<file path="config.mk">
export PLATFORM = sky130hd
export DESIGN_NAME = psw_top
export DESIGN_NICKNAME = d
export VERILOG_FILES = /design/src/psw_sync.v /design/src/psw_chan.v /design/src/psw_top.v
export VERILOG_INCLUDE_DIRS = /design/src
export SDC_FILE = /design/constraint.sdc
export NUM_CORES = 1
export LEC_CHECK = 0
export ABC_AREA = 1
export BUFFER_PORTS_ARGS = -buffer_cell sky130_fd_sc_hd__buf_2
export CAP_MARGIN = 0
export CORE_MARGIN = 5
export CORE_UTILIZATION = 40
export CTS_BUF_LIST = sky130_fd_sc_hd__clkbuf_16
export DETAILED_ROUTE_END_ITERATION = 8
export PLACE_DENSITY = 0.81
export SETUP_SLACK_MARGIN = 0.05
export SLEW_MARGIN = 20
export SYNTH_ARGS = -nofsm -noshare
export SYNTH_HDL_FRONTEND = slang
export SYNTH_SLANG_ARGS = --single-unit
</file>
<file path="constraint.sdc">
create_clock -name I_MCLK -period 1.1 [get_ports I_MCLK]
set_input_delay 0.055 -clock I_MCLK [delete_from_list [all_inputs] [get_ports I_MCLK]]
set_output_delay 0.055 -clock I_MCLK [all_outputs]
set_load 0.005 [all_outputs]
</file>
<file path="src/psw_map.vh">
/*
 Constants for the paged summary status word of a dual-channel power controller:
 command code, page codes, bit positions, detail-flag positions and reset values.
 Assumes it is included by the design files of the psw_ block only.
*/
// Summary of operation
// - Word at code 79h is read only by a two-byte Read Word transaction.
// - Page 00h returns channel A status, page 01h returns channel B status.
// - Page FFh returns channel A status on a read.
// - Bit 15 is set while any output-voltage detail flag is latched.
// - Bit 14 is set while any output-current detail flag is latched.
// - Bit 13 is set while any input detail flag is latched.
// - Bit 12 is set while any manufacturer-specific flag is latched.
// - Bits 10 to 7 are unsupported and always read zero.
// - Bit 6 is raw: set whenever the channel is not delivering power.
// - Bit 5 is set while the output over-voltage fault flag is latched.
// - Bit 4 is set while the output over-current fault flag is latched.
// - Bit 3 is set while the input under-voltage flag is latched.
// - Bit 2 is set while an over-temperature fault or warning is latched.
// - Bit 1 is set while a communication, memory or logic flag is latched.
// - Bit 0 is set for any latched output-voltage or output-current flag not shown by bits 5 and 4.
// - Summary bits other than the raw bits 11 and 6 mirror detail flags (bit 1 also the local comm latch); clearing goes through detail registers.
// - Clearing the detail over-current fault bit also clears summary bit 4.
// - Any write to the summary word is rejected and changes nothing but the comm latch.
// - Latched flags stay set until clear-faults or a write of one.
`ifndef PSW_MAP_VH
`define PSW_MAP_VH

`define PSW_CMD_SUMMARY     8'h79
`define PSW_PAGE_A          8'h00
`define PSW_PAGE_B          8'h01
`define PSW_PAGE_ALL        8'hff

`define PSW_PROT_BYTE       2'h0
`define PSW_PROT_WORD       2'h1
`define PSW_PROT_BLOCK      2'h2

`define PSW_BIT_VOUT        15
`define PSW_BIT_IOUT        14
`define PSW_BIT_INPUT       13
`define PSW_BIT_MFR         12
`define PSW_BIT_PGOOD       11
`define PSW_BIT_OFF         6
`define PSW_BIT_VOUT_OV     5
`define PSW_BIT_IOUT_OC     4
`define PSW_BIT_VIN_UV      3
`define PSW_BIT_TEMP        2
`define PSW_BIT_CML         1
`define PSW_BIT_OTHER       0

`define PSW_VOUT_OVF_BIT    7
`define PSW_IOUT_OCF_BIT    7
`define PSW_INPUT_UV_BIT    4

`define PSW_WORD_RST        16'h0000
`define PSW_SYNC_RST        1'h0

`endif

</file>
<file path="src/psw_sync.v">
/*
 Two-stage synchroniser for levels arriving from pins.
 Assumes the inputs are asynchronous to i_clk and only levels matter.
*/
`default_nettype none
`include "psw_map.vh"

module psw_sync #(
    parameter WIDTH = 2
) (
    input  wire             i_clk,
    input  wire             i_rst_n,
    input  wire [WIDTH-1:0] i_async,
    output wire [WIDTH-1:0] o_sync
);

    reg [WIDTH-1:0] meta_q;
    reg [WIDTH-1:0] sync_q;

    // First stage is read only by the second stage
    always @(posedge i_clk or negedge i_rst_n)
    begin
        if (!i_rst_n)
        begin
            meta_q <= {WIDTH{`PSW_SYNC_RST}};
            sync_q <= {WIDTH{`PSW_SYNC_RST}};
        end
        else
        begin
            meta_q <= i_async;
            sync_q <= meta_q;
        end
    end

    assign o_sync = sync_q;

endmodule
`default_nettype wire

</file>
<file path="src/psw_chan.v">
/*
 Summary word builder for one channel: folds the latched detail flag bytes,
 the raw output-off state and the synchronised ready pin into 16 bits.
 Assumes all inputs are on the system clock; purely combinational.
*/
`default_nettype none
`include "psw_map.vh"

module psw_chan (
    input  wire [7:0]  i_vout_stat,
    input  wire [7:0]  i_iout_stat,
    input  wire [7:0]  i_input_stat,
    input  wire [7:0]  i_mfr_stat,
    input  wire [7:0]  i_temp_stat,
    input  wire [7:0]  i_cml_stat,
    input  wire        i_cml_local,
    input  wire        i_power_on,
    input  wire        i_ready_sync,
    output reg  [15:0] o_word
);

    reg [7:0] vout_rest;
    reg [7:0] iout_rest;

    // Bits other than 11 and 6 mirror their detail flags (bit 1 also the local latch), so detail clears show here at once
    always @*
    begin
        vout_rest = i_vout_stat;
        iout_rest = i_iout_stat;
        vout_rest[`PSW_VOUT_OVF_BIT] = 1'b0;
        iout_rest[`PSW_IOUT_OCF_BIT] = 1'b0;
        o_word = `PSW_WORD_RST;
        o_word[`PSW_BIT_VOUT] = |i_vout_stat;
        o_word[`PSW_BIT_IOUT] = |i_iout_stat;
        o_word[`PSW_BIT_INPUT] = |i_input_stat;
        o_word[`PSW_BIT_MFR] = |i_mfr_stat;
        o_word[`PSW_BIT_PGOOD] = ~i_ready_sync;
        o_word[`PSW_BIT_OFF] = ~i_power_on;
        o_word[`PSW_BIT_VOUT_OV] = i_vout_stat[`PSW_VOUT_OVF_BIT];
        o_word[`PSW_BIT_IOUT_OC] = i_iout_stat[`PSW_IOUT_OCF_BIT];
        o_word[`PSW_BIT_VIN_UV] = i_input_stat[`PSW_INPUT_UV_BIT];
        o_word[`PSW_BIT_TEMP] = |i_temp_stat;
        o_word[`PSW_BIT_CML] = (|i_cml_stat) | i_cml_local;
        // Under-voltage fault, over-current warning and the like land here
        o_word[`PSW_BIT_OTHER] = (|vout_rest) | (|iout_rest);
    end

endmodule
`default_nettype wire

</file>
<file path="src/psw_top.v">
/*
 Paged summary status word. Answers the PMBus transaction layer for code 79h:
 a Read Word returns the selected channel's 16-bit summary, anything else
 addressed to the word is rejected and latches a communication flag.
 The word is folded from the detail flag bytes one channel at a time in
 psw_chan; this module picks the channel, registers the answer and keeps
 the local comm latch that a refused access sets.
 Timing: the answer and the reject strobe come out of flops just after the taking
 edge and last one clock; the read data holds until the next legal read.
 The live copies trail their inputs by one clock, and the ready bit trails
 its pin by three because of the synchroniser.
 Limitations: a refused write touches nothing but the comm latch; pages
 other than 00h, 01h and FFh are refused for reads, while a clear-faults
 on them acts on channel A.
 Assumes the transaction layer, page register and detail status registers are
 on I_MCLK; only the two ready pins come from outside and are synchronised.
 Assumes the layer splits the word into bus bytes, low byte first, and that
 the detail registers clear their own flags on a write of one.
*/
`default_nettype none
`include "psw_map.vh"

module psw_top (
    input  wire        I_MCLK,
    input  wire        I_NRST,
    // Transaction layer, one request per pulse
    input  wire        I_CMD_VALID,
    input  wire [7:0]  I_CMD_CODE,
    input  wire        I_CMD_WR,
    input  wire [1:0]  I_CMD_PROT,
    input  wire [7:0]  I_PAGE,
    // Fault clearing from the command decoder
    input  wire        I_CLEAR_FAULTS,
    input  wire        I_CML_CLR_A,
    input  wire        I_CML_CLR_B,
    // Channel A latched detail flags
    input  wire [7:0]  I_A_VOUT_STAT,
    input  wire [7:0]  I_A_IOUT_STAT,
    input  wire [7:0]  I_A_INPUT_STAT,
    input  wire [7:0]  I_A_MFR_STAT,
    input  wire [7:0]  I_A_TEMP_STAT,
    input  wire [7:0]  I_A_CML_STAT,
    input  wire        I_A_POWER_ON,
    // Channel B latched detail flags
    input  wire [7:0]  I_B_VOUT_STAT,
    input  wire [7:0]  I_B_IOUT_STAT,
    input  wire [7:0]  I_B_INPUT_STAT,
    input  wire [7:0]  I_B_MFR_STAT,
    input  wire [7:0]  I_B_TEMP_STAT,
    input  wire [7:0]  I_B_CML_STAT,
    input  wire        I_B_POWER_ON,
    // Ready pins, asynchronous
    input  wire        I_CHAN_A_READY_PIN,
    input  wire        I_CHAN_B_READY_PIN,
    // Answers
    output wire        O_RD_VALID,
    output wire [15:0] O_RD_DATA,
    output wire        O_CMD_INVALID,
    // Comm latch and live copies for the alert logic
    output wire [1:0]  O_CML_LATCH,
    output wire [15:0] O_STATUS_A,
    output wire [15:0] O_STATUS_B
);

    wire [1:0]  ready_sync;
    wire [15:0] word_a;
    wire [15:0] word_b;

    // Answer, latch and copy registers with their next values
    reg         rd_valid_q;
    reg         rd_valid_d;
    reg [15:0]  rd_data_q;
    reg [15:0]  rd_data_d;
    reg         invalid_q;
    reg         invalid_d;
    reg [1:0]   cml_q;
    reg [1:0]   cml_d;
    reg [15:0]  stat_a_q;
    reg [15:0]  stat_b_q;

    // Decoded request, all combinational
    reg         hit;
    reg         page_a;
    reg         page_b;
    reg         page_all;
    reg         page_ok;
    reg         rd_ok;
    reg         rd_bad;
    reg [1:0]   cml_set;
    reg [1:0]   cml_clr;

    // Pins cross into the clock domain before anything looks at them.
    // Reset value 0 makes the power-good bit read 1 until the pins settle.
    psw_sync #(
        .WIDTH (2)
    ) u_sync (
        .i_clk   (I_MCLK),
        .i_rst_n (I_NRST),
        .i_async ({I_CHAN_B_READY_PIN, I_CHAN_A_READY_PIN}),
        .o_sync  (ready_sync)
    );

    // Channel A summary, folded from its own flag bytes;
    // its comm bit also carries the local latch
    psw_chan u_chan_a (
        .i_vout_stat  (I_A_VOUT_STAT),
        .i_iout_stat  (I_A_IOUT_STAT),
        .i_input_stat (I_A_INPUT_STAT),
        .i_mfr_stat   (I_A_MFR_STAT),
        .i_temp_stat  (I_A_TEMP_STAT),
        .i_cml_stat   (I_A_CML_STAT),
        .i_cml_local  (cml_q[0]),
        .i_power_on   (I_A_POWER_ON),
        .i_ready_sync (ready_sync[0]),
        .o_word       (word_a)
    );

    // Channel B summary, built exactly like channel A
    // so both pages answer with the same bit meanings
    psw_chan u_chan_b (
        .i_vout_stat  (I_B_VOUT_STAT),
        .i_iout_stat  (I_B_IOUT_STAT),
        .i_input_stat (I_B_INPUT_STAT),
        .i_mfr_stat   (I_B_MFR_STAT),
        .i_temp_stat  (I_B_TEMP_STAT),
        .i_cml_stat   (I_B_CML_STAT),
        .i_cml_local  (cml_q[1]),
        .i_power_on   (I_B_POWER_ON),
        .i_ready_sync (ready_sync[1]),
        .o_word       (word_b)
    );

    // Page decode. Pages other than 00h, 01h and FFh select nothing, so a
    // read there is refused rather than guessed at.
    always @*
    begin
        page_a   = (I_PAGE == `PSW_PAGE_A);
        page_b   = (I_PAGE == `PSW_PAGE_B);
        page_all = (I_PAGE == `PSW_PAGE_ALL);
        page_ok  = page_a || page_b || page_all;
    end

    // Request decode: only a read with the word protocol is legal.
    // Byte and block reads of this code are refused, not cut or padded.
    always @*
    begin
        hit    = I_CMD_VALID && (I_CMD_CODE == `PSW_CMD_SUMMARY);
        rd_ok  = hit && !I_CMD_WR
                 && (I_CMD_PROT == `PSW_PROT_WORD) && page_ok;
        rd_bad = hit && !rd_ok;
    end

    // Answer strobes: exactly one of them follows every request for this code
    always @*
    begin
        rd_valid_d = rd_ok;
        invalid_d  = rd_bad;
    end

    // Read data is a snapshot taken at the request; page FFh reads channel A
    always @*
    begin
        rd_data_d = rd_data_q;
        if (rd_ok)
        begin
            if (page_b)
            begin
                rd_data_d = word_b;
            end
            else
            begin
                rd_data_d = word_a;
            end
        end
    end

    // Which channel a rejected access charges. A write with page FFh
    // addresses both channels, so both are charged; a bad read there
    // only charges channel A, the channel that a read would answer for.
    always @*
    begin
        cml_set = 2'h0;
        if (rd_bad)
        begin
            cml_set[0] = !page_b;
            cml_set[1] = page_b || (page_all && I_CMD_WR);
        end
    end

    // Which channel a clear reaches. Clear-faults follows the page like a
    // write; an unknown page falls back to channel A. A one written to the
    // detail comm flag of a channel clears this copy as well.
    always @*
    begin
        cml_clr = 2'h0;
        if (I_CLEAR_FAULTS)
        begin
            cml_clr[0] = !page_b;
            cml_clr[1] = page_b || page_all;
        end
        cml_clr[0] = cml_clr[0] | I_CML_CLR_A;
        cml_clr[1] = cml_clr[1] | I_CML_CLR_B;
    end

    // A set in the same cycle as a clear wins, so no event is lost
    always @*
    begin
        cml_d = cml_set | (cml_q & ~cml_clr);
    end

    // Read answer strobe: one pulse per legal read, low again the next clock
    always @(posedge I_MCLK or negedge I_NRST)
    begin
        if (!I_NRST)
        begin
            rd_valid_q <= 1'b0;
        end
        else
        begin
            rd_valid_q <= rd_valid_d;
        end
    end

    // Read data holds between reads, so a slow layer may serialise it late;
    // the cost is sixteen flops that a live mux would not need
    always @(posedge I_MCLK or negedge I_NRST)
    begin
        if (!I_NRST)
        begin
            rd_data_q <= `PSW_WORD_RST;
        end
        else
        begin
            rd_data_q <= rd_data_d;
        end
    end

    // Reject strobe: one pulse per refused access, never with a read answer
    always @(posedge I_MCLK or negedge I_NRST)
    begin
        if (!I_NRST)
        begin
            invalid_q <= 1'b0;
        end
        else
        begin
            invalid_q <= invalid_d;
        end
    end

    // Local comm latch, bit 0 for channel A and bit 1 for channel B.
    // It is the only latch kept here; the detail bytes live outside.
    always @(posedge I_MCLK or negedge I_NRST)
    begin
        if (!I_NRST)
        begin
            cml_q <= 2'h0;
        end
        else
        begin
            cml_q <= cml_d;
        end
    end

    // Live copy of channel A for the alert and fault logic. It trails the
    // flag inputs by one clock and a ready pin change by three.
    always @(posedge I_MCLK or negedge I_NRST)
    begin
        if (!I_NRST)
        begin
            stat_a_q <= `PSW_WORD_RST;
        end
        else
        begin
            stat_a_q <= word_a;
        end
    end

    // Live copy of channel B, with the same timing as channel A
    always @(posedge I_MCLK or negedge I_NRST)
    begin
        if (!I_NRST)
        begin
            stat_b_q <= `PSW_WORD_RST;
        end
        else
        begin
            stat_b_q <= word_b;
        end
    end

    // Answers to the transaction layer, straight from flip-flops
    assign O_RD_VALID    = rd_valid_q;
    assign O_RD_DATA     = rd_data_q;
    assign O_CMD_INVALID = invalid_q;

    // Latch and live copies, straight from flip-flops
    assign O_CML_LATCH   = cml_q;
    assign O_STATUS_A    = stat_a_q;
    assign O_STATUS_B    = stat_b_q;

endmodule
`default_nettype wire

</file>
# [Word level (Yosys, flattened, before mapping)]
# Cells that the tools add are included.
[word_totals] rom_bits=0 out_inout_bits=52 ram_bits=0 latch_bits=0 inputBits=125 reg_bits=48 wordCells=58 n_memories=0
[classes] n_reduce_logical=30 n_eq_ne=4 bitwise=13 n_lt_le_gt_ge=0 n_div=0 mul=0 muxes=3 n_shift=0 add_sub_neg=0
[ops] op="8-bit OR reduction" count=12
[ops] op="7-bit OR reduction" count=4
[ops] op="16-bit 2-to-1 mux" count=1
[ops] op="8-bit by 1-bit == test with 1-bit output (second input constant)" count=1
[ops] op="8-bit by 7-bit == test with 1-bit output (second input constant)" count=1
[ops] op="8-bit == test (second input constant)" count=1
[ops] op="8-bit zero test" count=1
[ops] op="1-bit logical AND" count=6
[ops] op="1-bit bitwise OR" count=6
[ops] op="1-bit logical OR" count=4
[ops] op="2-bit 2-to-1 mux" count=2
[ops] op="1-bit NOT" count=4
[ops] op="1-bit zero test" count=3
[ops] op="2-bit AND" count=1
[ops] op="2-bit by 1-bit == test with 1-bit output (second input constant)" count=1
[ops] op="2-bit NOT" count=1
[ops] op="2-bit bitwise OR" count=1

# [Depth between registers and ports, before layout]
[depth] depth_word=9 depth_mapped=9 mapped_depth_nobuf=8

# [Modules after synthesis]
# A second synthesis with hierarchy kept.
[unflattened] cells_unflattened=329 hier_area_um2=2657.5
[modules_own_cells] mod="psw_top" area_per_inst_um2=2099.5 seq_area_each_um2=1301.2 instances=1 cells_each=223
[modules_own_cells] mod="psw_chan" area_per_inst_um2=229.0 seq_area_each_um2=0.0 instances=2 cells_each=51
[modules_own_cells] mod="psw_sync" area_per_inst_um2=100.1 seq_area_each_um2=100.1 instances=1 cells_each=4

# [Worst setup path after synthesis]
# Ideal clock, no wire load.
[synth_path] path_kind="input -> register" from="input port I_PAGE[5]" to="register rd_data_q[14], in the netlist O_RD_DATA[14]" setup_time_ns=0.117 slack_ns=0.190 arrival_ns=0.793 stages=9 path_buffers=1 required_ns=0.983 cell_sequence="nor2_2 nand2_1 nor2_1 inv_1 nand2_1 nand3_2 buf_6 nand2_1 nand2_1"
[synth_between] elab_chain_len=4 elab_cells_between_ends=7 cone_classes="eq/ne: 2; mux: 1; reduce/logical: 4"
[synth_rtl] element="start, declared" line_no="psw_top.v:31" source="input wire [7:0] I_PAGE,"
[synth_rtl] element="8-bit by 1-bit == test with 1-bit output (no source line) / 8-bit zero test (equally long branches)"
[synth_rtl] element="1-bit logical OR (2 in series)" line_no="psw_top.v:140" source="page_ok = page_a || page_b || page_all;"
[synth_rtl] element="1-bit logical AND" line_no="psw_top.v:148" source="rd_ok = hit && !I_CMD_WR"
[synth_rtl] element="end signal, assigned" line_no="psw_top.v:230" source="rd_data_q <= `PSW_WORD_RST;"
[synth_rtl] element="end signal, assigned" line_no="psw_top.v:234" source="rd_data_q <= rd_data_d;"
[synth_rtl] element="end, declared" line_no="psw_top.v:72" source="reg [15:0] rd_data_q;"
# Parallel ways exist; a longest one is shown, timed or not.
# A chain may end at the register's enable or synchronous reset.

# [Final worst setup path]
[layout_path] from="input port I_A_VOUT_STAT[7]" to="register rd_data_q[15], in the netlist O_RD_DATA[15]"
[layout_between] elab_chain_len=2
[layout_rtl] element="start, declared" line_no="psw_top.v:37" source="input wire [7:0] I_A_VOUT_STAT,"
[layout_rtl] element="8-bit OR reduction" line_no="psw_chan.v:33" source="o_word[`PSW_BIT_VOUT] = |i_vout_stat;"
[layout_rtl] element="16-bit 2-to-1 mux" line_no="psw_top.v:166" source="if (page_b)"
# No other way between the ends.

==> summary.md <==
| Metric | Value |
|---|---|
| Main combinational cell family by area after synthesis | simple AND/OR/NAND/NOR gates |
| Crit path launch | I_A_VOUT_STAT[7] |
| Clk_skew | 0.000516 ns |
| Clock network fraction of total power | 39.4% |
| Peak VDD IR | 616 uV |
| Post-Syn Instances | 296 |
| Period minus WS final | 0.999 ns |
| Initial Util | 41.1% |
| # rows | 27 |
| Register share of total power | 47.5% |
| Die extent in x | 85.2 um |
| Leakage | 0.00184 uW |
| # port buffers | 164 |
| Gpl congestion | 0.773 |
| Most frequent CP cell | nand2_1 |
| Initial antenna violation count | 0 |
| Total GRT Usage | 17.8% |
| Via count | 2391 |
| Multiplexer share of the synthesized area | 0% |
| Reg2Reg Depth | 6 |
| DR pass1 iterations | 4 |
| Die Y | 85.2 um |
| Most common cell in the netlist | nand2_1 |
| Status | finished clean |
| DP Worst Slack | -0.138 ns |
| RSZ-0062 raised after global routing | true |
| Synth Area in Adders | 0% |
| Post-synth EDFFs | 0 |
| Syn Std Cell Area | 2260 um2 |
| Worst EP arrival | 1.17 ns |
| Detailed-route DRC error count | 0 |
| Final critical-path share of the clock period | 90.8% |
| Post-synthesis register bit count | 44 |
| Vias in the first global route | 2447 |
| Synth area leader | dfrtp_1 |
| Sink Count | 44 |
| Core Region | 5510 um2 |
| Iteration-0 DRC count of the detailed router | 35 |
| Max-Cap Viols | 0 |
| Setup ws final | 0.101 ns |
| Synth top area share | 48.6% |
| Req. time, crit path | 1.27 ns |
| CP max stage cell | dlygate4sd3_1 |
| Critical path class | in2reg |
| CTS root buf | clkbuf_16 |
| Routed WL per cell | 11.8 um |
| CP peak stage delay | 0.54 ns |
| Worst-skew pair later-pin latency | 0.28 ns |
| DRT antenna net count | 0 |
| Post-synthesis compound-gate area fraction | 0.442% |
| Most common library cells after synthesis | nand2_1 (87), nor2_1 (72), dfrtp_1 (44) |
| Overflow after GRT | 0 |
| Cell variety after synth | 22 |
| Max Slew Vio Count | 0 |
| Cell internal pwr | 2720 uW |
| Simple-gate share of the synthesized area | 38.7% |
| Nature of the critical path startpoint | input pin |
| Comb pwr share | 13.1% |
| Area Overhead vs Synth | 51.7% |
| Post-Route WL | 6500 um |
| Synth top area cells | dfrtp_1 (49%), nand2_1 (14%), nor2_1 (12%) |
| Hold path cells | 4 |
| R2R setup slack | 0.15 ns |
| CTS tree | built |
| Antenna Cells | 0 |
| Seq/Total Area, Yosys | 48.6% |
| Final setup vio count | 0 |
| RR Startpoint | O_CML_LATCH[1] |
| CP cell instances | dlygate4sd3_1, buf_2, nor3_1, nand2_1, nand3_1, nand2_1 |
| FFs w/ async S/R, synth | 100% |
| Ports | 177 |
| Via-to-Cell Ratio | 4.32 |
| Layout cells sized above 1 | 42.8% |
| Hold WC Path Type | in2reg |
| Largest net degree at the start of global routing | 45 |
| Largest buffer count on any clock path | 2 |
| Avg Cell Area, Syn | 7.65 um2 |
| Crit end category | flop |
| Power, Total | 3480 uW |
| Hold_ws | 0.0265 ns |
| Net Sw Frac | 21.9% |
| Post-synthesis xor/xnor area fraction | 0% |
| Final core utilization | 62.4% |
| Worst-path clk slew | 0.06 ns |
| TritonCTS buffer count | 5 |
| P_sw | 764 uW |
| First-pass GRT wire length | 10600 um |
| FMAX | 1000 MHz |
| Yosys warning total | 0 |
| Detailed-placement wirelength estimate | 5350 um |
| Hold Fails Final Rpt | 0 |
| Die area | 7270 um2 |
| Hold_sp | I_CML_CLR_A |
| Power per cell area | 1010 nW/um2 |
| Critical path peak fanout | 3 |
| Nets | 605 |
| Ys flop type | dfrtp_1 |
| H-tree depth | 2 |
==> worst paths after layout <==
path | to
setup reg to reg | O_RD_DATA[1]
hold / removal | O_CML_LATCH[0]
min in group asynchronous | O_STATUS_A[12]
setup / recovery | O_RD_DATA[15]
hold reg to reg | u_sync.o_sync[1]
max in group asynchronous | O_RD_DATA[1]
==> area by class of cell <==
class | count | area [um2]
clock buffers | 5 | 125
inverters | 34 | 128
fillers | 493 | 2070
well taps | 72 | 90.1
flip-flops and latches | 44 | 1100
clock inverters | 3 | 13.8
repair buffers | 184 | 1020
multi-input cells | 211 | 953
==> power groups by stage <==
stage | clock, uW | sequential [uW] | combinational (uW)
2_1_floorplan | 0 | 1690 | 141
3_3_place_gp | 0 | 1680 | 407
3_5_place_dp | 0 | 1680 | 424
4_1_cts | 1420 | 1650 | 454
5_1_grt | 1480 | 1660 | 520
6_report | 1370 | 1650 | 455
==> state kept, by name, indices dropped and copies added, names as in the netlist <==
name and count:
O_STATUS_B 12, O_STATUS_A 12, u_sync.meta_q 2, u_sync.o_sync 2, O_CMD_INVALID 1, O_RD_DATA 12
O_RD_VALID 1, O_CML_LATCH 2
==> cell families (layout without fill, tap and decap cells) <==
group           count (synthesis)  after routing
flops                          44             44
buf+inv                        52            226
simple gates                  197            197
compound gates                  2              2
other cells                     1             12
==> metal layers <==
layer | wire length [um] | global-route usage (%) | vias to the layer above | part of all wire [%]
li1 | - | - | 1233 | -
met1 | 2310 | 18.4 | 1037 | 36
met2 | 3410 | 33.9 | 113 | 52
met3 | 670 | 5.24 | 8 | 10
met4 | 107 | 5.90 | 0 | 1.6
met5 | 0 | 0 | - | 0
==> metrics by stage <==
stage / cells / TNS [ns] / instance area [um2]
after floorplan: 307 / 0 / 2310
after global placement: 534 / -0.853 / 3160
after detailed placement: 534 / -1.55 / 3160
after CTS: 553 / 0 / 3410
after global routing: 553 / 0 / 3430
final: 553 / 0 / 3430
==> worst max-delay path: cells and delay by family <==
family	cells	cell delay [ns]
simple gates	4	0.45
buf+inv	2	0.67
==> what timing repair did <==
item                       in CTS  in global routing
setup buffers                   0                  0
hold endpoints to repair       55                  0
resized for setup               0                  4
hold buffers                   11                  0
setup endpoints to repair       0                 10
==> placed cells by master, fill, tap and decap left out, types with 6 or more instances in the layout <==
| cell type | count |
|---|---|
| dfrtp_1 | 44 |
| conb_1 | 12 |
| buf_4 | 7 |
| buf_2 | 164 |
| nand2_1 | 87 |
| nor2_1 | 72 |
| inv_1 | 33 |
| dlygate4sd3_1 | 11 |
| or2_2 | 6 |
| nand3_1 | 10 |
| nand3_2 | 10 |
Power figures use the tool's default switching activity.
